## config.mk

```make
export PLATFORM = sky130hd
export DESIGN_NAME = vector_upper_state_tracker
export DESIGN_NICKNAME = d
export VERILOG_FILES = /design/src/design/upper_state_pkg.sv /design/src/design/upper_if.sv /design/src/design/vector_upper_state_tracker.sv /design/src/design/upper_bank.sv
export VERILOG_INCLUDE_DIRS = /design/src /design/src/design
export SDC_FILE = /design/constraint.sdc
export NUM_CORES = 2
export LEC_CHECK = 0
export ABC_CLOCK_PERIOD_IN_PS = 140700
export BUFFER_PORTS_ARGS = -buffer_cell sky130_fd_sc_hd__buf_2
export CAP_MARGIN = 15
export CORE_AREA = 3 3 369 462
export DETAILED_ROUTE_END_ITERATION = 6
export DIE_AREA = 0 0 372 465
export MAX_ROUTING_LAYER = met4
export PLACE_DENSITY = 0.64
export SYNTH_ARGS = -nofsm -noshare
export SYNTH_HDL_FRONTEND = slang
export SYNTH_SLANG_ARGS = --single-unit
```

## constraint.sdc

```tcl
create_clock -name clk_sys -period 140.7 [get_ports clk_sys]
set_input_delay 28.14 -clock clk_sys [delete_from_list [all_inputs] [get_ports clk_sys]]
set_output_delay 28.14 -clock clk_sys [all_outputs]
set_load 0.05 [all_outputs]
```

## src/design/upper_state_map.svh

```systemverilog
`ifndef UPPER_STATE_MAP_SVH
`define UPPER_STATE_MAP_SVH
`define NUM_VREGS      16
`define VREG_IDX_W     4
`define UPPER_W        128
`define LOWER_W        128
`define STATE_RESET    2'h0
`define PEN_NONE       3'h0
`define PEN_A          3'h1
`define PEN_B          3'h2
`define PEN_C          3'h3
`define PEN_D          3'h4
`endif

```

## src/design/upper_state_pkg.sv

```systemverilog
package upper_state_pkg;
	typedef enum logic [1:0]
	{
		ST_CLEAN     = 2'h0,
		ST_MODIFIED  = 2'h1,
		ST_PRESERVED = 2'h2
	} upper_state_t;
	typedef enum logic [2:0]
	{
		OP_NONE      = 3'h0,
		OP_LEGACY    = 3'h1,
		OP_NARROW3   = 3'h2,
		OP_WIDE3     = 3'h3,
		OP_UPCLEAR   = 3'h4,
		OP_RESTORE   = 3'h5
	} op_kind_t;
	typedef enum logic [2:0]
	{
		PEN_NONE_T = 3'h0,
		PEN_A_T    = 3'h1,
		PEN_B_T    = 3'h2,
		PEN_C_T    = 3'h3,
		PEN_D_T    = 3'h4
	} penalty_t;
endpackage

```

## src/design/upper_if.sv

```systemverilog
`timescale 1ns/1ps
`default_nettype none
interface upper_if;
	logic                    wr;
	logic [3:0]              idx;
	logic [127:0]            data;
	logic                    clear_all;
	logic [15:0]             nonzero;
	modport ctrl (output wr, output idx, output data, output clear_all,
		input nonzero);
	modport bank (input wr, input idx, input data, input clear_all,
		output nonzero);
endinterface
`default_nettype wire

```

## src/design/vector_upper_state_tracker.sv

```systemverilog
`timescale 1ns/1ps
`default_nettype none
`include "upper_state_map.svh"
// Notes on behaviour
// - one of clean, modified, preserved states
// - reset gives clean state, uppers zero
// - three-operand op writes upper, goes modified
// - legacy ops leave upper bits untouched
// - narrow three-operand op zeroes destination upper
// - sources unmodified, only destination written
// - preserved means upper unrelated, nonzero
// - transitions carry penalty types A to D
// - transitions identical across variants
// - baseline pays A and B every time
// - merge variant saves only destination upper
// - upper-clear zeroes all uppers, baseline pays D from preserved
// - upper-clear returns to clean state
// - dirty restore preserved, clean restore clean
module vector_upper_state_tracker
(
	input  wire logic          clk_sys,
	input  wire logic          rstn,
	input  wire logic          merge_variant,
	input  wire logic          op_valid,
	input  wire logic [2:0]    op_kind,
	input  wire logic [3:0]    op_dest,
	input  wire logic [3:0]    op_src_a,
	input  wire logic [3:0]    op_src_b,
	input  wire logic [127:0]  op_upper,
	input  wire logic          restore_dirty,
	output logic [1:0]         state,
	output logic               penalty_valid,
	output logic [2:0]         penalty_type,
	output logic               dep_valid,
	output logic [3:0]         dep_reg,
	output logic               full_copy,
	output logic [15:0]        upper_nonzero
);
	// ****************************************
	// reset release
	// ****************************************
	logic rst_meta;
	logic rst_n;
	always_ff @(posedge clk_sys or negedge rstn)
	begin
		if (!rstn)
		begin
			rst_meta <= 1'b0;
			rst_n    <= 1'b0;
		end
		else
		begin
			rst_meta <= 1'b1;
			rst_n    <= rst_meta;
		end
	end

	// ****************************************
	// upper bank
	// ****************************************
	upper_if u ();
	upper_bank bank_i
	(
		.clk_sys (clk_sys),
		.rst_n   (rst_n),
		.u       (u)
	);
	assign upper_nonzero = u.nonzero;

	// ****************************************
	// state machine
	// ****************************************
	upper_state_pkg::upper_state_t cur;
	upper_state_pkg::upper_state_t next_cur;
	logic [2:0]  next_pen;
	logic        next_dep;
	logic        next_copy;
	logic        next_pulse;
	logic [3:0]  next_dep_reg;
	logic        is_op;
	upper_state_pkg::op_kind_t kind;

	assign kind  = upper_state_pkg::op_kind_t'(op_kind);
	assign is_op = op_valid;

	always_comb
	begin
		next_cur  = cur;
		next_pen  = `PEN_NONE;
		next_dep  = 1'b0;
		next_copy = 1'b0;
		next_dep_reg = op_dest;
		u.wr        = 1'b0;
		u.idx       = op_dest;
		u.data      = '0;
		u.clear_all = 1'b0;
		if (is_op)
		begin
			unique case (kind)
				upper_state_pkg::OP_LEGACY:
				begin
					if (cur == upper_state_pkg::ST_MODIFIED)
					begin
						next_cur = upper_state_pkg::ST_PRESERVED;
						next_pen = `PEN_A;
						if (merge_variant)
							next_dep = 1'b1;
						else
							next_copy = 1'b1;
					end
				end
				upper_state_pkg::OP_NARROW3, upper_state_pkg::OP_WIDE3:
				begin
					u.wr = 1'b1;
					u.data = (kind == upper_state_pkg::OP_WIDE3)
						? op_upper : '0;
					if (cur == upper_state_pkg::ST_PRESERVED && !merge_variant)
					begin
						next_pen  = `PEN_B;
						next_copy = 1'b1;
					end
					next_cur = upper_state_pkg::ST_MODIFIED;
				end
				upper_state_pkg::OP_UPCLEAR:
				begin
					u.clear_all = 1'b1;
					if (cur == upper_state_pkg::ST_PRESERVED && !merge_variant)
						next_pen = `PEN_D;
					next_cur = upper_state_pkg::ST_CLEAN;
				end
				upper_state_pkg::OP_RESTORE:
				begin
					if (restore_dirty)
					begin
						next_cur = upper_state_pkg::ST_PRESERVED;
						next_pen = `PEN_C;
					end
					else
					begin
						next_cur = upper_state_pkg::ST_CLEAN;
						u.clear_all = 1'b1;
					end
				end
				default:
				begin
					next_cur = cur;
				end
			endcase
		end
		next_pulse = (next_pen != `PEN_NONE);
	end

	always_ff @(posedge clk_sys or negedge rst_n)
	begin
		if (!rst_n)
		begin
			cur           <= upper_state_pkg::ST_CLEAN;
			penalty_type  <= `PEN_NONE;
			penalty_valid <= 1'b0;
			dep_valid     <= 1'b0;
			dep_reg       <= 4'h0;
			full_copy     <= 1'b0;
		end
		else
		begin
			cur           <= next_cur;
			penalty_type  <= next_pen;
			penalty_valid <= next_pulse;
			dep_valid     <= next_dep;
			dep_reg       <= next_dep_reg;
			full_copy     <= next_copy;
		end
	end
	assign state = cur;

	// ****************************************
	// checks
	// ****************************************
	legal_state_a: assert property (@(posedge clk_sys) disable iff (!rst_n)
		cur != 2'h3) else $error("illegal tracker state");
	legacy_dirty_a: assert property (@(posedge clk_sys) disable iff (!rst_n)
		op_valid && kind == upper_state_pkg::OP_LEGACY
		&& cur == upper_state_pkg::ST_MODIFIED
		|=> cur == upper_state_pkg::ST_PRESERVED && penalty_valid
		&& penalty_type == `PEN_A) else $error("legacy from dirty wrong");
	three_op_a: assert property (@(posedge clk_sys) disable iff (!rst_n)
		op_valid && (kind == upper_state_pkg::OP_NARROW3
		|| kind == upper_state_pkg::OP_WIDE3)
		|=> cur == upper_state_pkg::ST_MODIFIED)
		else $error("three-operand not modified");
	narrow_zero_a: assert property (@(posedge clk_sys) disable iff (!rst_n)
		op_valid && kind == upper_state_pkg::OP_NARROW3
		|=> !upper_nonzero[$past(op_dest)])
		else $error("narrow op left upper bits");
	clear_all_a: assert property (@(posedge clk_sys) disable iff (!rst_n)
		op_valid && kind == upper_state_pkg::OP_UPCLEAR
		|=> cur == upper_state_pkg::ST_CLEAN && upper_nonzero == 16'h0)
		else $error("upper clear failed");
	restore_a: assert property (@(posedge clk_sys) disable iff (!rst_n)
		op_valid && kind == upper_state_pkg::OP_RESTORE && restore_dirty
		|=> cur == upper_state_pkg::ST_PRESERVED
		&& penalty_type == `PEN_C) else $error("dirty restore wrong");
	legacy_keep_a: assert property (@(posedge clk_sys) disable iff (!rst_n)
		op_valid && kind == upper_state_pkg::OP_LEGACY
		|=> $stable(upper_nonzero)) else $error("legacy touched upper");
	pulse_once_a: assert property (@(posedge clk_sys) disable iff (!rst_n)
		penalty_valid && !$past(op_valid) |-> 1'b0)
		else $error("penalty without op");
	merge_dep_a: assert property (@(posedge clk_sys) disable iff (!rst_n)
		dep_valid |-> !full_copy && penalty_type == `PEN_A)
		else $error("merge variant copied");
	src_keep_a: assert property (@(posedge clk_sys) disable iff (!rst_n)
		op_valid && (kind == upper_state_pkg::OP_NARROW3
		|| kind == upper_state_pkg::OP_WIDE3)
		&& op_src_a != op_dest && op_src_b != op_dest
		|=> upper_nonzero[$past(op_src_a)] == $past(upper_nonzero[op_src_a])
		&& upper_nonzero[$past(op_src_b)] == $past(upper_nonzero[op_src_b]))
		else $error("source register changed");
	base_pen_b_a: assert property (@(posedge clk_sys) disable iff (!rst_n)
		op_valid && (kind == upper_state_pkg::OP_NARROW3
		|| kind == upper_state_pkg::OP_WIDE3)
		&& cur == upper_state_pkg::ST_PRESERVED && !merge_variant
		|=> penalty_valid && penalty_type == `PEN_B && full_copy)
		else $error("type B penalty missing");
	upclear_pen_a: assert property (@(posedge clk_sys) disable iff (!rst_n)
		op_valid && kind == upper_state_pkg::OP_UPCLEAR
		&& cur == upper_state_pkg::ST_PRESERVED && !merge_variant
		|=> penalty_valid && penalty_type == `PEN_D)
		else $error("type D penalty missing");
	clean_restore_a: assert property (@(posedge clk_sys) disable iff (!rst_n)
		op_valid && kind == upper_state_pkg::OP_RESTORE && !restore_dirty
		|=> cur == upper_state_pkg::ST_CLEAN && !penalty_valid
		&& upper_nonzero == 16'h0)
		else $error("clean restore wrong");
	merge_no_b_a: assert property (@(posedge clk_sys) disable iff (!rst_n)
		op_valid && (kind == upper_state_pkg::OP_NARROW3
		|| kind == upper_state_pkg::OP_WIDE3) && merge_variant
		|=> !penalty_valid && !full_copy && !dep_valid)
		else $error("merge three-operand penalised");
endmodule
`default_nettype wire

```

## src/design/upper_bank.sv

```systemverilog
`timescale 1ns/1ps
`default_nettype none
`include "upper_state_map.svh"
module upper_bank
(
	input  wire logic clk_sys,
	input  wire logic rst_n,
	upper_if.bank     u
);
	logic [`UPPER_W-1:0] bits [`NUM_VREGS];
	logic [`UPPER_W-1:0] next_bits [`NUM_VREGS];

	genvar g;
	generate
		for (g = 0; g < `NUM_VREGS; g++)
		begin : g_reg
			always_comb
			begin
				next_bits[g] = bits[g];
				if (u.clear_all)
					next_bits[g] = '0;
				else if (u.wr && u.idx == 4'(g))
					next_bits[g] = u.data;
			end
			always_ff @(posedge clk_sys or negedge rst_n)
			begin
				if (!rst_n)
					bits[g] <= '0;
				else
					bits[g] <= next_bits[g];
			end
			assign u.nonzero[g] = |bits[g];
		end
	endgenerate
endmodule
`default_nettype wire

```

### Yosys cells after proc, flatten, opt, wreduce, memory -nomap -nowiden

Cells that the tools add are included.

| word-level totals | value |
|---|---|
| flip-flop bits (word level) | 2062 |
| output and inout bits | 28 |

| operators by class | value |
|---|---|
| reduce and logical (&&, ||, !) cells | 55 |
| equality and inequality tests | 23 |
| multiplexer cells | 58 |

Operators by type and width:

| operator | number |
|---|---|
| 128-bit 2-to-1 mux | 35 |
| 128-bit OR reduction | 16 |
| 4-bit == test, second input constant | 8 |
| 2-bit nonzero test | 16 |
| 1-bit logical AND | 17 |
| 4-bit by 3-bit == test with 1-bit output, second input constant | 4 |
| 1-bit 2-to-1 mux | 13 |
| 3-bit case mux with 4 select lines | 1 |
| 4-bit by 2-bit == test with 1-bit output, second input constant | 2 |
| 2-bit 2-to-1 mux | 4 |
| 2-bit case mux with 4 select lines | 1 |
| 3-bit by 2-bit == test with 1-bit output, second input constant | 2 |
| 3-bit == test, second input constant | 2 |
| 3-bit 2-to-1 mux | 2 |
| 4-bit by 1-bit == test with 1-bit output, second input constant | 1 |
| 4-bit zero test | 1 |
| 1-bit case mux with 2 select lines | 2 |
| 4-bit nonzero test | 1 |
| 3-bit by 1-bit == test with 1-bit output, second input constant | 1 |
| 3-bit AND reduction | 1 |
| 3-bit nonzero test | 1 |
| 2-bit by 1-bit == test with 1-bit output, second input constant | 1 |
| 2-bit == test, second input constant | 1 |
| 2-bit != test, second input constant | 1 |
| 2 further kinds | 2 |

### Logic depth before layout (Yosys ltp)

| depth | value |
|---|---|
| depth in word-level cells | 7 |
| depth in mapped cells | 11 |
| mapped depth without buffers | 6 |

### By module

A second synthesis with hierarchy kept.

| unflattened totals | value |
|---|---|
| cells, all modules | 10058 |
| area, all modules | 87041.0 um^2 |

By module, submodules not included:

| module | instances | area an instance (um^2) | cells each | sequential area each (um^2) |
|---|---|---|---|---|
| upper_bank | 1 | 85479.5 | 9860 | 51249.2 |
| vector_upper_state_tracker | 1 | 1561.5 | 198 | 350.3 |

### Worst setup path before layout

No wires, ideal clock.

| timing path | value |
|---|---|
| path kind | input to register |
| from | input op_kind[2] |
| to | register bank_i.bits[0] (netlist name) |
| library setup time | 132 ps |
| cell stages on the path | 11 |
| buffers on the path | 5 |
| slack | 111011 ps |
| data required time | 140568 ps |
| data arrival time | 29557 ps |
| cell sequence | inv_2 > ha_1 > buf_2 > nand4_1 > or2_1 > buf_2 > buf_6 > buf_6 > buf_2 > nand3_1 > o21ai_1 |

| on the way | value |
|---|---|
| word-level cells in the longest chain between the ends | 6 |
| elaborated cells on any way between the ends | 16 |
| those cells by class | eq/ne (4); mux (9); reduce/logical (3) |

RTL lines:

| element | RTL line | source |
|---|---|---|
| start, declared | vector_upper_state_tracker.sv:25 | `input wire logic [2:0] op_kind,` |
| 3-bit by 2-bit == test with 1-bit output, on equally long branches | vector_upper_state_tracker.sv:99, vector_upper_state_tracker.sv:115 |  |
| 128-bit 2-to-1 mux / 2-bit OR reduction (equally long branches) | vector_upper_state_tracker.sv:116, vector_upper_state_tracker.sv:99 |  |
| 128-bit 2-to-1 mux / 1-bit 2-to-1 mux (equally long branches) | vector_upper_state_tracker.sv:99 | `unique case (kind)` |
| 128-bit 2-to-1 mux / 1-bit 2-to-1 mux (equally long branches) | vector_upper_state_tracker.sv:97 | `if (is_op)` |
| 128-bit 2-to-1 mux / 1-bit logical AND (equally long branches) | upper_bank.sv:22 | `else if (u.wr && u.idx == 4'(g))` |
| 128-bit 2-to-1 mux / 2-bit nonzero test (equally long branches) | -- |  |
| end signal, assigned by index | upper_bank.sv:30 | `bits[g] <= next_bits[g];` |
| end, declared | upper_bank.sv:10 | `` logic [`UPPER_W-1:0] bits [`NUM_VREGS]; `` |

Several ways; a longest one is shown, not always the timed one. The select of a mux whose other input is x is not followed.
A chain may end at the register's enable or synchronous reset.

### Worst setup path in the final report

| timing path | value |
|---|---|
| from | input op_kind[0] |
| to | register bank_i.bits[1885] (netlist name) |

The elaborated chain is that of the path after synthesis.

==> results.toml <==
[grt]
grt_usage_pct = 26.4
antenna_found_initial = 8
grt_pass1_vias = 57000
grt_max_degree = 257
grt_pass1_wl_mm = 343
gr-total-overflow = 0

[yosys]
yosysSeqAreaShare_pct = 63.4
synth_most_common_cell = "dfrtp_1"
post-synth-top-area-fraction_pct = 63.4
syn_avg_cell_area_um2 = 10.3
synth-edff-count = 0
synth-seq-cells = 2062
synth-async-reset-ratio_pct = 100
synth_common_cells = "dfrtp_1, nand3_1, o21ai_1, nor4_1, clkbuf_1"
syn_nets = 8016
synth_area_mm2 = 0.0814
synth_area_leaders = "dfrtp_1, nand3_1, o21ai_1, nor4_1, clkbuf_1"
synth_ff_type = "dfrtp_1"
synth_area_leader_cell = "dfrtp_1"
syn_inst = 7865
ys_warn_count = 0
synthDistinctLibCells = 34

[final_layout]
drive_gt1_share_pct = 7.53
largest_reg_flops = 2048
final-instance-count-excl-fill = 9856
syn2layout_area_growth_pct = 8.26
fin_nets = 7639
nFillCells = 14700

[status]
status = "finished, final reports clean"

[routing]
routed_wl_mm = 223
routed.top_layer = "met4"
wirelength_met1_mm = 102
wl_per_cell_um = 22.6
dr_wl_met2_mm = 98.8
drt_pass1_iterations = 6
drt-initial-drc-count = 6366
postRouteAntennaNets = 0
wl_met3_mm = 15.2
vias = 60400
viasPerCell = 6.13
route.detailed.drc = 0

[clocking]
numCtsBuffers = 193
cts.sink_count = 2062
cts-root-buf = "clkbuf_16"
htree_levels = 4
cts_tree = "done"
clkSlewWorstSetupHoldPaths_ns = 0.06
ctsResizeCount = 0
post-cts-setup-buffers = 0
cts_hold_repair.buffers = 0
cts.path.max_buffers = 3
clk_latency_ns = 0.84

[place]
numPortBuffers = 167
dp.cells = 9486
hpwl_mm = 133
place_congestion = 0.832
place_ws_ns = 105.75

[setup_path]
slowest_delay_ns = 1.06
cp_max_fo = 246
cpMostUsedCell = "buf_4"
cp-end-kind = "register"
crit_required_ns = 141.41
cp-start-kind = "input pin"
critPathKind = "in -> reg"
cp_slowest_cell = "or3b_4"
crit_chain = "buf_2, nand2_1, or3b_4, buf_4, buf_4, buf_4, buf_12, buf_4, nand3_1, o21ai_1"
arrival_ns = 35.12

[timing]
hold_viol = 0
drv_slew = 0
fin_setup_tns_ns = 0
finalSetupViolCount = 0
fin_skew_ns = 0.0336
fin_crit_sh_pct = 24.5
slew_headroom_pct = 18.6
max_freq_mhz = 29.1
period_minus_slack_ns = 34.40
final.setup.worst_slack_ns = 106.30
tightest_slew_ns = 1.22
rsz0062_at_grt = "no"

[floorplan]
die_y_um = 465
rows = 167
core_area_mm2 = 0.166
pin_count = 176
start_util_pct = 49.0
die_area_mm2 = 0.173
die_width_um = 372

[run]
maxCapViolCount = 0

[pwr]
p_leak_uw = 0.0380
powerDensity_mw_per_mm2 = 13.6
peakVddDrop_mv = 0.00986

[worst_hold_path]
min_path_type = "reg -> reg"
[report_power, final]
part | switching, µW | total [µW] | internal, µW
clock | 228 | 526 | 298
combinational | 57.6 | 71.7 | 14.1
sequential | 3.66 | 603 | 599
total | 289 | 1200 | 911
[path summary, 6_finish.rpt]
check | slack [ns] | end | from | cells past startpoint
worst max-delay path | 106.30 | bank_i.bits[1885] | op_kind[0] | 10
worst min register to register | 0.35 | rst_n | rst_meta | 0
min in group asynchronous | 0.43 | bank_i.bits[726] | rst_n | 0
worst min-delay path | 0.35 | rst_n | rst_meta | 0
worst max register to register | 133.72 | bank_i.bits[1943] | rst_n | 7
max in group asynchronous | 113.48 | rst_n | rstn | 1
[area by class of cell]
type	instances	area (µm²)	area share [%]
clock buffers	294	5700	6.47
multi-input cells	4970	25700	29.2
inverters	4	15.0	0.0170
flip-flops and latches	2062	51600	58.6
well taps	2197	2750	3.12
diodes	12	30.0	0.0341
clock inverters	60	664	0.754
repair buffers	257	1650	1.87
[placed cells by master, fill, tap and decap left out, drive strengths merged]
cell / instances
o21ai: 2050
clkbuf: 294
a21oi: 3
nand3: 2049
dfrtp: 2062
mux2i: 1
buf: 257
nor3b: 4
diode: 12
and3: 1
or2: 9
and4: 1
or3b: 1
or3: 1
o2bb2ai: 1
nand4b: 2
nor2: 9
a32oi: 1
nand4: 129
nand2: 150
bufinv: 10
ha: 3
inv: 14
o31ai: 1
nand3b: 2
nor4: 544
conb: 1
nand2b: 5
clkinv: 33
a31oi: 1
clkinvlp: 7
and4bb: 1
[layer usage]
layer,global-route usage [%],vias up
li1,-,28300
met1,38.5,29900
met2,38.5,1835
met3,4.12,334
met4,7.91,0
met5,-,-
[logic make-up after synthesis]
| group | count (synthesis) | share of synthesized area [%] |
|---|---|---|
| flops | 2062 | 63.4 |
| buf+inv | 833 | 5.11 |
| compound gates | 2057 | 12.7 |
| other cells | 1 | 0.00461 |
| fa+ha+maj | 3 | 0.0461 |
| simple gates | 2908 | 18.7 |
| mux | 1 | 0.0123 |
[worst max-delay path, delay by kind of cell]
kind / cells / cell delay, ns
buffers and inverters: 6 / 4.75
AND/OR/NAND/NOR: 3 / 1.72
AO/OA/AOI/OAI: 1 / 0.13
[through the flow]
step                hold WS [ns]  power [µW]  cell area [µm²]  utilization, %
global route               0.363        1240            88100            53.0
floorplan                  0.331         655            81400               -
CTS                        0.352        1210            88000            53.0
detailed placement         0.339         686            81600            49.1
finish                     0.350        1200            88100            53.0
global placement           0.335         685            81600            49.1
No activity file was read; power rests on OpenSTA's default activity.
